===== src/rtl/supervision_map.svh =====
// Register offsets, field positions, reset values and timing counts
// for the supervision timer. Definitions only; included by the package.
`ifndef SUPERVISION_MAP_SVH
`define SUPERVISION_MAP_SVH

// Register offsets: data space, and the reduced short-instruction space
`define CAUSE_DS_OFS 8'h54
`define CAUSE_IO_OFS 8'h34
`define CTRL_DS_OFS 8'h60

// Reset values
`define CAUSE_RST 8'h00
`define CTRL_RST 8'h00

// Control register field positions
`define CTRL_FLAG_BIT 7
`define CTRL_IE_BIT 6
`define CTRL_PMSB_BIT 5
`define CTRL_CE_BIT 4
`define CTRL_RE_BIT 3

// Reset cause register field positions
`define CAUSE_SCAN_BIT 4
`define CAUSE_SUP_BIT 3
`define CAUSE_BO_BIT 2
`define CAUSE_PIN_BIT 1
`define CAUSE_PWR_BIT 0

// Timing: change window in system clocks, periods in oscillator cycles
`define CE_WINDOW_CYC 3'h4
`define OSC_FREQ_HZ 128000
`define SHORTEST_TIMEOUT_MS 16
`define BASE_PERIOD_OSC (`OSC_FREQ_HZ * `SHORTEST_TIMEOUT_MS / 1000)
`define MAX_PERIOD_CODE 4'h9
`define CNT_W 20

`endif


===== src/rtl/supervision_pkg.sv =====
// Types shared by the supervision timer and its oscillator tick counter.
// Assumes supervision_map.svh is on the include path.
`include "supervision_map.svh"

package supervision_pkg;

   // One register access from the CPU, taken in the cycle it is presented
   typedef struct packed {
      logic wr;
      logic rd;
      logic io_space;
      logic [7:0] addr;
      logic [7:0] wdata;
   } reg_req_t;

   typedef struct packed {
      logic flag;
      logic ie;
      logic [3:0] psel;
      logic ce;
      logic re;
   } ctrl_t;

   typedef struct packed {
      logic scan;
      logic sup;
      logic bo;
      logic pin;
      logic pwr;
   } cause_t;

   typedef enum logic [1:0] {
      MODE_STOPPED,
      MODE_IRQ,
      MODE_RESET,
      MODE_IRQ_RESET
   } op_mode_t;

   typedef struct packed {
      ctrl_t ctrl;
      cause_t cause;
      logic [2:0] ce_cnt;
      logic [7:0] rdata;
      logic irq;
      logic wake;
      logic sys_rst;
   } core_state_t;

   typedef struct packed {
      logic sync1;
      logic sync2;
      logic osc_d;
      logic [`CNT_W-1:0] count;
      logic expire;
   } tick_state_t;

endpackage


===== src/rtl/osc_tick_counter.sv =====
// Counts rising edges of the slow oscillator in the system clock domain.
// Assumes osc_clk is far slower than clock and asynchronous to it.
`timescale 1ns/1ns
`include "supervision_map.svh"

module osc_tick_counter (
   // Clock and reset
   input wire logic clock,
   input wire logic rst,
   // Oscillator, asynchronous
   input wire logic osc_clk,
   // Control from the timer core
   input wire logic restart,
   input wire logic [`CNT_W-1:0] limit,
   // Results
   output logic expire,
   output logic [`CNT_W-1:0] count
);

   supervision_pkg::tick_state_t s_r;
   supervision_pkg::tick_state_t s_nxt;

   // Two-stage sync, then edge detect on the second stage only
   always_comb begin
      s_nxt = s_r;
      s_nxt.sync1 = osc_clk;
      s_nxt.sync2 = s_r.sync1;
      s_nxt.osc_d = s_r.sync2;
      s_nxt.expire = 1'b0;
      if (rst) begin
         // Sync stages keep running, so no false edge follows reset
         s_nxt.count = '0;
      end else if (restart) begin
         s_nxt.count = '0;
      end else if (s_r.sync2 && !s_r.osc_d) begin
         // >= so a shortened period expires at the next oscillator edge
         if (s_r.count >= limit) begin
            s_nxt.count = '0;
            s_nxt.expire = 1'b1;
         end else begin
            s_nxt.count = s_r.count + `CNT_W'(1);
         end
      end
   end

   always_ff @(posedge clock) begin
      s_r <= s_nxt;
   end

   assign expire = s_r.expire;
   assign count = s_r.count;

endmodule


===== src/rtl/supervision_timer.sv =====
// Supervision timer with control/status and reset cause registers.
// Assumes a CPU register port on the same clock, a reset generator that
// reports each reset cause as a same-clock pulse, and a free slow oscillator.
`timescale 1ns/1ns
`include "supervision_map.svh"

module supervision_timer (
   // Clock and resets
   input wire logic clock,
   input wire logic rst,
   input wire logic por,
   // Reset cause events from the reset generator
   input wire logic pin_reset_evt,
   input wire logic brownout_evt,
   input wire logic scan_reset_evt,
   // Slow oscillator
   input wire logic osc_clk,
   // CPU register port
   input wire supervision_pkg::reg_req_t reg_req,
   output logic [7:0] reg_rdata,
   // CPU core signals
   input wire logic restart_instr,
   input wire logic global_ie,
   input wire logic vector_ack,
   // Fuse
   input wire logic always_on_fuse,
   // Requests
   output logic irq_req,
   output logic wake_req,
   output logic sys_reset_req
);

   supervision_pkg::core_state_t s_r;
   supervision_pkg::core_state_t s_nxt;
   supervision_pkg::op_mode_t mode;
   logic re_eff;
   logic ie_eff;
   logic cause_hit;
   logic ctrl_hit;
   logic cause_wr;
   logic ctrl_wr;
   logic unlock_wr;
   logic win_open;
   logic [7:0] cause_rd;
   logic [7:0] ctrl_rd;
   logic expire;
   logic cnt_restart;
   logic [`CNT_W-1:0] limit;
   logic [`CNT_W-1:0] tick_count;

   // Period code to terminal count; reserved codes act as the longest
   function automatic logic [`CNT_W-1:0] period_limit(input logic [3:0] code);
      logic [3:0] c;
      logic [31:0] cyc;
      c = (code > `MAX_PERIOD_CODE) ? `MAX_PERIOD_CODE : code;
      cyc = (32'(`BASE_PERIOD_OSC) << c) - 32'h1;
      return cyc[`CNT_W-1:0];
   endfunction

   // Mode from the effective enables
   function automatic supervision_pkg::op_mode_t mode_of(input logic re, input logic ie);
      if (re && ie) begin
         return supervision_pkg::MODE_IRQ_RESET;
      end else if (re) begin
         return supervision_pkg::MODE_RESET;
      end else if (ie) begin
         return supervision_pkg::MODE_IRQ;
      end else begin
         return supervision_pkg::MODE_STOPPED;
      end
   endfunction

   // Effective enables; fuse and reset flag override what is stored
   assign re_eff = always_on_fuse | s_r.ctrl.re | s_r.cause.sup;
   assign ie_eff = s_r.ctrl.ie & ~always_on_fuse;
   assign mode = mode_of(re_eff, ie_eff);

   // Address decode for both access spaces
   always_comb begin
      cause_hit = 1'b0;
      ctrl_hit = 1'b0;
      if (reg_req.io_space && reg_req.addr == `CAUSE_IO_OFS) begin
         cause_hit = 1'b1;
      end else if (!reg_req.io_space && reg_req.addr == `CAUSE_DS_OFS) begin
         cause_hit = 1'b1;
      end else if (!reg_req.io_space && reg_req.addr == `CTRL_DS_OFS) begin
         ctrl_hit = 1'b1;
      end
   end

   assign cause_wr = cause_hit & reg_req.wr;
   assign ctrl_wr = ctrl_hit & reg_req.wr;
   assign win_open = s_r.ce_cnt != 3'h0;
   assign unlock_wr = ctrl_wr & reg_req.wdata[`CTRL_CE_BIT]
                      & reg_req.wdata[`CTRL_RE_BIT];

   // Read images; upper cause bits read as zero
   always_comb begin
      cause_rd = 8'h00;
      cause_rd[`CAUSE_SCAN_BIT] = s_r.cause.scan;
      cause_rd[`CAUSE_SUP_BIT] = s_r.cause.sup;
      cause_rd[`CAUSE_BO_BIT] = s_r.cause.bo;
      cause_rd[`CAUSE_PIN_BIT] = s_r.cause.pin;
      cause_rd[`CAUSE_PWR_BIT] = s_r.cause.pwr;
      ctrl_rd = 8'h00;
      ctrl_rd[`CTRL_FLAG_BIT] = s_r.ctrl.flag;
      ctrl_rd[`CTRL_IE_BIT] = ie_eff;
      ctrl_rd[`CTRL_PMSB_BIT] = s_r.ctrl.psel[3];
      ctrl_rd[`CTRL_CE_BIT] = s_r.ctrl.ce;
      ctrl_rd[`CTRL_RE_BIT] = re_eff;
      ctrl_rd[2:0] = s_r.ctrl.psel[2:0];
   end

   // Main next-state logic: window, writes, vector, expiry, causes
   always_comb begin
      s_nxt = s_r;
      s_nxt.sys_rst = 1'b0;
      // Change window countdown
      if (win_open) begin
         s_nxt.ce_cnt = s_r.ce_cnt - 3'h1;
         if (s_r.ce_cnt == 3'h1) begin
            s_nxt.ctrl.ce = 1'b0;
         end
      end
      // Reads return the image one cycle later; unmapped reads give zero
      if (reg_req.rd) begin
         if (cause_hit) begin
            s_nxt.rdata = cause_rd;
         end else if (ctrl_hit) begin
            s_nxt.rdata = ctrl_rd;
         end else begin
            s_nxt.rdata = 8'h00;
         end
      end
      // Control writes
      if (ctrl_wr) begin
         if (reg_req.wdata[`CTRL_FLAG_BIT]) begin
            s_nxt.ctrl.flag = 1'b0;
         end
         s_nxt.ctrl.ie = reg_req.wdata[`CTRL_IE_BIT];
         if (unlock_wr) begin
            s_nxt.ce_cnt = `CE_WINDOW_CYC;
            s_nxt.ctrl.ce = 1'b1;
            s_nxt.ctrl.re = 1'b1;
         end else if (win_open) begin
            // One settings write consumes the window
            s_nxt.ctrl.re = reg_req.wdata[`CTRL_RE_BIT] | s_r.cause.sup;
            s_nxt.ctrl.psel = {reg_req.wdata[`CTRL_PMSB_BIT], reg_req.wdata[2:0]};
            s_nxt.ctrl.ce = 1'b0;
            s_nxt.ce_cnt = 3'h0;
         end else begin
            // Outside the window reset enable may only be set
            s_nxt.ctrl.re = s_r.ctrl.re | reg_req.wdata[`CTRL_RE_BIT];
         end
      end
      // Vector execution clears enable and flag
      if (vector_ack) begin
         s_nxt.ctrl.flag = 1'b0;
         s_nxt.ctrl.ie = 1'b0;
      end
      // Expiry after the clears, so a new event wins over them
      if (expire) begin
         case (mode)
            supervision_pkg::MODE_IRQ: begin
               s_nxt.ctrl.flag = 1'b1;
            end
            supervision_pkg::MODE_RESET: begin
               s_nxt.sys_rst = 1'b1;
            end
            supervision_pkg::MODE_IRQ_RESET: begin
               // A flag still pending means the interrupt was not served
               if (s_r.ctrl.flag) begin
                  s_nxt.sys_rst = 1'b1;
               end else begin
                  s_nxt.ctrl.flag = 1'b1;
               end
            end
            default: begin
            end
         endcase
      end
      // Cause flags: write zero clears, events set and win
      if (cause_wr) begin
         s_nxt.cause.scan = s_r.cause.scan & reg_req.wdata[`CAUSE_SCAN_BIT];
         s_nxt.cause.sup = s_r.cause.sup & reg_req.wdata[`CAUSE_SUP_BIT];
         s_nxt.cause.bo = s_r.cause.bo & reg_req.wdata[`CAUSE_BO_BIT];
         s_nxt.cause.pin = s_r.cause.pin & reg_req.wdata[`CAUSE_PIN_BIT];
         s_nxt.cause.pwr = s_r.cause.pwr & reg_req.wdata[`CAUSE_PWR_BIT];
      end
      if (scan_reset_evt) begin
         s_nxt.cause.scan = 1'b1;
      end
      if (s_nxt.sys_rst) begin
         s_nxt.cause.sup = 1'b1;
      end
      if (brownout_evt) begin
         s_nxt.cause.bo = 1'b1;
      end
      if (pin_reset_evt) begin
         s_nxt.cause.pin = 1'b1;
      end
      // Registered request outputs
      s_nxt.irq = s_nxt.ctrl.flag & s_nxt.ctrl.ie & ~always_on_fuse & global_ie;
      s_nxt.wake = s_nxt.ctrl.flag & s_nxt.ctrl.ie & ~always_on_fuse;
      // System reset keeps the cause flags; they must survive it
      if (rst) begin
         s_nxt.ctrl = supervision_pkg::ctrl_t'(`CTRL_RST);
         s_nxt.ce_cnt = 3'h0;
         s_nxt.rdata = 8'h00;
         s_nxt.irq = 1'b0;
         s_nxt.wake = 1'b0;
         s_nxt.sys_rst = 1'b0;
      end
      // Power-on clears everything and leaves only the power-up flag
      if (por) begin
         s_nxt = '0;
         s_nxt.cause = supervision_pkg::cause_t'(5'(`CAUSE_RST));
         s_nxt.cause.pwr = 1'b1;
      end
   end

   always_ff @(posedge clock) begin
      s_r <= s_nxt;
   end

   // Counter held at zero while stopped, so enabling starts a full period
   assign cnt_restart = restart_instr | rst | por
                        | (mode == supervision_pkg::MODE_STOPPED);
   assign limit = period_limit(s_r.ctrl.psel);

   osc_tick_counter u_ticks (
      .clock(clock),
      .rst(rst | por),
      .osc_clk(osc_clk),
      .restart(cnt_restart),
      .limit(limit),
      .expire(expire),
      .count(tick_count)
   );

   assign reg_rdata = s_r.rdata;
   assign irq_req = s_r.irq;
   assign wake_req = s_r.wake;
   assign sys_reset_req = s_r.sys_rst;
endmodule


===== config.mk =====
export PLATFORM = sky130hd
export DESIGN_NAME = supervision_timer
export DESIGN_NICKNAME = d
export VERILOG_FILES = /design/src/rtl/supervision_pkg.sv /design/src/rtl/osc_tick_counter.sv /design/src/rtl/supervision_timer.sv
export VERILOG_INCLUDE_DIRS = /design/src /design/src/rtl
export SDC_FILE = /design/constraint.sdc
export NUM_CORES = 1
export LEC_CHECK = 0
export BUFFER_PORTS_ARGS = -buffer_cell sky130_fd_sc_hd__buf_2
export CORE_UTILIZATION = 25
export CTS_CLUSTER_DIAMETER = 60
export DETAILED_ROUTE_END_ITERATION = 8
export GPL_TIMING_DRIVEN = 0
export SLEW_MARGIN = 30
export SYNTH_ARGS = -nofsm -noshare
export SYNTH_HDL_FRONTEND = slang
export SYNTH_SLANG_ARGS = --single-unit

===== constraint.sdc =====
create_clock -name clock -period 6.4 [get_ports clock]
set_input_delay 0 -clock clock [delete_from_list [all_inputs] [get_ports clock]]
set_output_delay 0 -clock clock [all_outputs]
set_load 0.01 [all_outputs]

Yosys cells after proc, flatten, opt, wreduce, memory -nomap -nowiden

Cells that the tools add are included.

Output and inout bits: 11
Word-level logic and storage cells: 111
Flip-flop bits (word level): 51

Reduce and logical (&&, ||, !) cells: 17
Equal/unequal tests: 7
Add/sub/neg operators: 3
Order comparisons: 2
Bitwise gates (word level): 24
Mux-type cells: 37
Shift-type cells: 1

Operator list:

| operator                                            | count |
|---|---|
| two-way mux 8 bit                                   | 3 |
| adder 20 x 1 -> 20 bit (second input constant)      | 1 |
| greater-or-equal comparator 20 bit                  | 1 |
| two-way mux 20 bit                                  | 1 |
| << shifter 12 x 4 -> 20 bit (first input constant)  | 1 |
| subtractor 20 x 1 -> 20 bit (second input constant) | 1 |
| two-way mux 1 bit                                   | 19 |
| == test 8 x 7 -> 1 bit (second input constant)      | 2 |
| bitwise AND 1 bit                                   | 13 |
| two-way mux 3 bit                                   | 4 |
| two-way mux 5 bit                                   | 2 |
| == test 8 x 6 -> 1 bit (second input constant)      | 1 |
| two-way mux 2 bit                                   | 4 |
| two-way mux 4 bit                                   | 2 |
| bitwise OR 1 bit                                    | 8 |
| nonzero test 2 bit                                  | 4 |
| logical AND 1 bit                                   | 5 |
| == test 2 bit (second input constant)               | 2 |
| > comparator 4 bit (second input constant)          | 1 |
| one-hot mux 1 bit (2 select lines)                  | 2 |
| OR reduction 2 bit                                  | 2 |
| == test 3 x 1 -> 1 bit (second input constant)      | 1 |
| NOT 1 bit                                           | 3 |
| AND reduction 3 bit                                 | 1 |
| 6 further kinds                                     | 7 |

Longest topological paths before layout

Depth after elaboration: 17
Depth in mapped cells: 15
Gate-level depth less buffers: 12

By module

Synthesis repeated with hierarchy kept, for this count alone.

Cells, all modules: 383
Area total of the unflattened synthesis: 3338.2 um^2

By module, submodules not included:

| module            | instances | area each (um^2) | cells an instance |
|---|---|---|---|
| osc_tick_counter  | 1         | 1846.8           | 203 |
| supervision_timer | 1         | 1491.4           | 180 |

Least setup slack after synthesis

Ideal clock, no wire load.

Kind: register to register
Start: reg s_r, in the netlist ctrl_rd[5]
End: reg u_ticks.s_r, in the netlist u_ticks.count[10]
Setup slack: 3.441 ns
Data required time: 6.322 ns
Setup time: 0.078 ns
Data arrival time: 2.881 ns
Stages on the path, launching flop included: 16
Clock period less this slack: 2.959 ns
Cells stage by stage: dfxtp_1 > clkbuf_1 > inv_1 > nand3_1 > ha_1 > clkbuf_1 > nor4_1 > a21o_1 > a21oi_1 > ha_1 > a211oi_1 > o21ai_0 > a221oi_2 > a21oi_4 > buf_6 > nor3_1

Cells in the longest elaborated chain, start to end: 6

Ends and longest elaborated chain:

| element                              | line                     | source |
|---|---|---|
| start, declared                      | supervision_timer.sv:33  | `supervision_pkg::core_state_t s_r;` |
| start signal, assigned               | supervision_timer.sv:223 | `s_r <= s_nxt;` |
| > comparator 4 bit (no source line)  | n/a                      |  |
| two-way mux 4 bit *                  | supervision_timer.sv:55  | `` c = (code > `MAX_PERIOD_CODE) ? `MAX_PERIOD_CODE : code; `` |
| << shifter 12 x 4 -> 20 bit *        | supervision_timer.sv:56  | `` cyc = (32'(`BASE_PERIOD_OSC) << c) - 32'h1; `` |
| subtractor 20 x 1 -> 20 bit *        | supervision_timer.sv:56  |  |
| greater-or-equal comparator 20 bit * | osc_tick_counter.sv:37   | `if (s_r.count >= limit) begin` |
| two-way mux 20 bit *                 | osc_tick_counter.sv:37   |  |
| end signal, assigned                 | osc_tick_counter.sv:47   | `s_r <= s_nxt;` |
| end, declared                        | osc_tick_counter.sv:20   | `supervision_pkg::tick_state_t s_r;` |

Every way passes the cells marked *; elsewhere a longest branch is shown, timed or not.
A chain may end at the register's enable or synchronous reset.

Worst setup path in the final report

Start: reg s_r, in the netlist ctrl_rd[5]
End: reg u_ticks.s_r, in the netlist u_ticks.count[11]

Same word-level chain as after synthesis.

==> impl_metrics.py <==
metrics = {
    "status": {
        "outcome": "finished clean",
    },
    "layout": {
        "nets": 418,
        "num_antenna_cells": 0,
        "final_common_cell": "dfxtp_1",
        "final_cell_mix": "dfxtp_1, buf_2, a21oi_1, nor2_1, nor3_1",
        "drive_gt1_share_pct": 19.0,
        "area_growth_pct": 23.2,
        "stdcell_count": 510,
        "fin_area_sq_mm": 0.00329,
        "final_util_pct": 31.9,
    },
    "pwr": {
        "ir_worst_vdd_uv": 80.5,
        "p_int_uw": 428,
        "p_leak_nw": 1.22,
        "finalPower_uw": 558,
        "clock_power_share_pct": 35.4,
        "switching_share_pct": 23.2,
        "p_seq_share_pct": 57.8,
        "p_per_area_mw_per_mm2": 169,
        "power.switching_uw": 129,
        "comb_power_share_pct": 6.8,
    },
    "worst_hold_path": {
        "hold_depth": 3,
        "min_from": "rst",
        "hold_end": "s_r[25]$_SDFF_PP0_",
        "hold_class": "primary input to register",
    },
    "placed_design": {
        "numPortBuffers": 40,
        "place_congestion": 0.747,
        "placed_cell_area_sq_mm": 0.00304,
        "place_inst": 487,
        "dp.final_hpwl_microns": 4590,
        "place_ws_ps": 2850,
    },
    "clocking": {
        "cts_buffers": 5,
        "cts_tree": "built",
        "cts.reportedPaths.clkPinSlew_ps": 100,
        "htreeDepth": 2,
        "clock_sinks": 51,
        "root_buffer": "clkbuf_8",
        "clock_path_buffers": 2,
        "cts_setup_buffers": 0,
        "clock_latency_ps": 310,
    },
    "drt": {
        "postRouteAntennaNets": 0,
        "wl_microns": 6040,
        "drc": 0,
        "detail_route.iter0.violations": 73,
        "post_drt_wl_per_cell_microns": 11.9,
        "viasPerCell": 4.62,
        "vias": 2358,
        "first_pass_iters": 4,
    },
    "job": {
        "cap_violations": 0,
    },
    "sta": {
        "setup_slack_ps": 2850,
        "skew_ps": 11.2,
        "drv_slew": 0,
        "fin_crit_ps": 3550,
        "finalHoldViolCount": 0,
        "fin_crit_sh_pct": 55.5,
        "relSlewSlack_pct": 58.4,
        "worstMarginPinSlew_ps": 625,
        "setup_viol": 0,
        "whs_ps": 19.6,
        "rsz0062_at_grt": "false",
        "max_freq_ghz": 0.282,
        "tns_ps": 0,
    },
    "global_routing": {
        "grt_pass1_wl_microns": 10500,
        "grt_usage_pct": 11.6,
        "grt_pass1_vias": 2335,
        "grt_antenna_before_repair": 0,
        "grt_overflow": 0,
        "grt_max_degree": 17,
    },
    "yosys": {
        "synth_largest_area_cell": "dfxtp_1",
        "synth_nets": 356,
        "synthTopCellsByArea": "dfxtp_1, ha_1, xor2_1",
        "synth_xor_area_share_pct": 5.57,
        "synth_compound_area_share_pct": 15.3,
        "synthMuxAreaShare_pct": 1.12,
        "synth_flop_cell": "dfxtp_1",
        "synth-edff-count": 0,
        "syn_area_per_cell_sq_um": 8.59,
        "synth.distinct_cells": 50,
        "async_flop_share_pct": 0,
        "synthSimpleGateAreaFrac_pct": 26.0,
        "ys_ff_latch": 51,
        "synth_top_family_by_area": "simple AND/OR/NAND/NOR gates",
        "synth_top_area_share_pct": 38.2,
        "ys_seq_area_share_pct": 38.2,
        "ys_warn_count": 0,
        "yosys.area_share.adder_pct": 7.02,
        "synth_area_sq_mm": 0.00267,
        "netlist_instances": 311,
    },
    "critical_path": {
        "critPathLaunchType": "register",
        "regToRegSetupSlack_ps": 2850,
        "arrival_ps": 3780,
        "reg2reg_to": "u_ticks.count[11]$_SDFFE_PP0P_",
        "critPathCaptureType": "register",
        "worstSetupPathType": "register to register",
        "reg2regPathDepth": 15,
        "critPathMaxFanout": 10,
        "worstReg2RegStart": "ctrl_rd[5]$_SDFFE_PP0P_",
        "required_ps": 6630,
    },
    "floorplanning": {
        "num_rows": 37,
        "ioPinCount": 41,
        "die_h_microns": 105,
        "core_sq_mm": 0.0103,
        "die_w_microns": 105,
        "start_util_pct": 25.9,
        "die-area_sq_mm": 0.0111,
    },
}
-- state kept, by name, indices dropped and copies added (netlist names), 2 cells and up, named ones only --
name	flops
u_ticks.count	20
cause_rd	5
reg_rdata	8
s_r	3
u_ticks.s_nxt	2
ctrl_rd	5
-- worst max-delay path by stage --
stage / start / endpoint / slack (ps) / depth (start not counted)
2_1_floorplan: ctrl_rd[5]$_SDFFE_PP0P_ / u_ticks.count[10]$_SDFFE_PP0P_ / 3440 / 15
3_3_place_gp: ctrl_rd[5]$_SDFFE_PP0P_ / u_ticks.count[13]$_SDFFE_PP0P_ / 3000 / 15
3_5_place_dp: ctrl_rd[5]$_SDFFE_PP0P_ / u_ticks.count[8]$_SDFFE_PP0P_ / 2850 / 15
4_1_cts: ctrl_rd[5]$_SDFFE_PP0P_ / u_ticks.count[9]$_SDFFE_PP0P_ / 2820 / 15
5_1_grt: ctrl_rd[2]$_SDFFE_PP0P_ / u_ticks.count[16]$_SDFFE_PP0P_ / 2430 / 15
6_report: ctrl_rd[5]$_SDFFE_PP0P_ / u_ticks.count[11]$_SDFFE_PP0P_ / 2850 / 15
-- cell families (layout without fill, tap and decap cells) --
family          Yosys count  after routing
xor+xnor                 17             17
buf+inv                  36             99
fa+ha+maj                15             15
compound gates           63             63
flops                    51             51
simple gates            126            126
mux                       3              3
-- power by group through the flow --
stage | logic, mW | clock network (mW) | registers [mW]
3_3_place_gp | 0.0297 | 0 | 0.329
5_1_grt | 0.0413 | 0.216 | 0.323
3_5_place_dp | 0.0301 | 0 | 0.330
4_1_cts | 0.0376 | 0.205 | 0.322
6_report | 0.0378 | 0.198 | 0.322
2_1_floorplan | 0.0137 | 0 | 0.329
-- worst max-delay path, stage by stage (launching register included) --
cell	delay, ps
dfxtp_1	320
clkbuf_1	330
inv_1	150
nand3_1	130
ha_1	150
clkbuf_1	240
nor4_1	90
a21o_1	170
a21oi_1	150
ha_1	260
a211oi_1	210
o21ai_0	150
a221oi_2	580
a21oi_4	180
buf_6	180
nor3_1	160
-- per-layer routing --
metal	vias up	share of wire, %	global-route usage (%)
met1	1090	49	14.8
met5	-	0	0
met4	0	0.96	4.02
met3	4	4.1	2.35
met2	48	46	19.5
li1	1216	-	-
-- cell type report --
type,instances,area (sq um)
Tap cell,136,170
Fill cell,1100,7030
Buffer,25,141
Sequential cell,51,1020
Inverter,11,41.3
Multi-Input combinational cell,224,1470
Clock inverter,2,16.3
Timing Repair Buffer,55,350
Clock buffer,6,82.6
-- cell usage after synthesis (2+ instances only) --
library cell / instances
nor2b_1: 5
nor4_1: 2
clkbuf_1: 13
nor3_1: 21
nand2b_1: 6
inv_1: 11
ha_1: 15
a21o_1: 2
a211oi_1: 5
buf_2: 2
buf_6: 2
a31oi_1: 3
a22oi_1: 4
xor2_1: 15
buf_4: 8
o21a_1: 2
a21oi_1: 25
o21ai_0: 13
nand4_1: 7
and3_1: 2
nor3_2: 2
and4_1: 3
nand3_1: 18
xnor2_1: 2
dfxtp_1: 51
nand2_1: 19
and2_1: 4
mux2i_1: 3
nor2_1: 25
-- repair_timing --
action	in CTS	in global routing
endpoints found under the hold margin	14	0
gates resized for setup	0	0
hold buffers	15	0
Power figures use the tool's default switching activity.
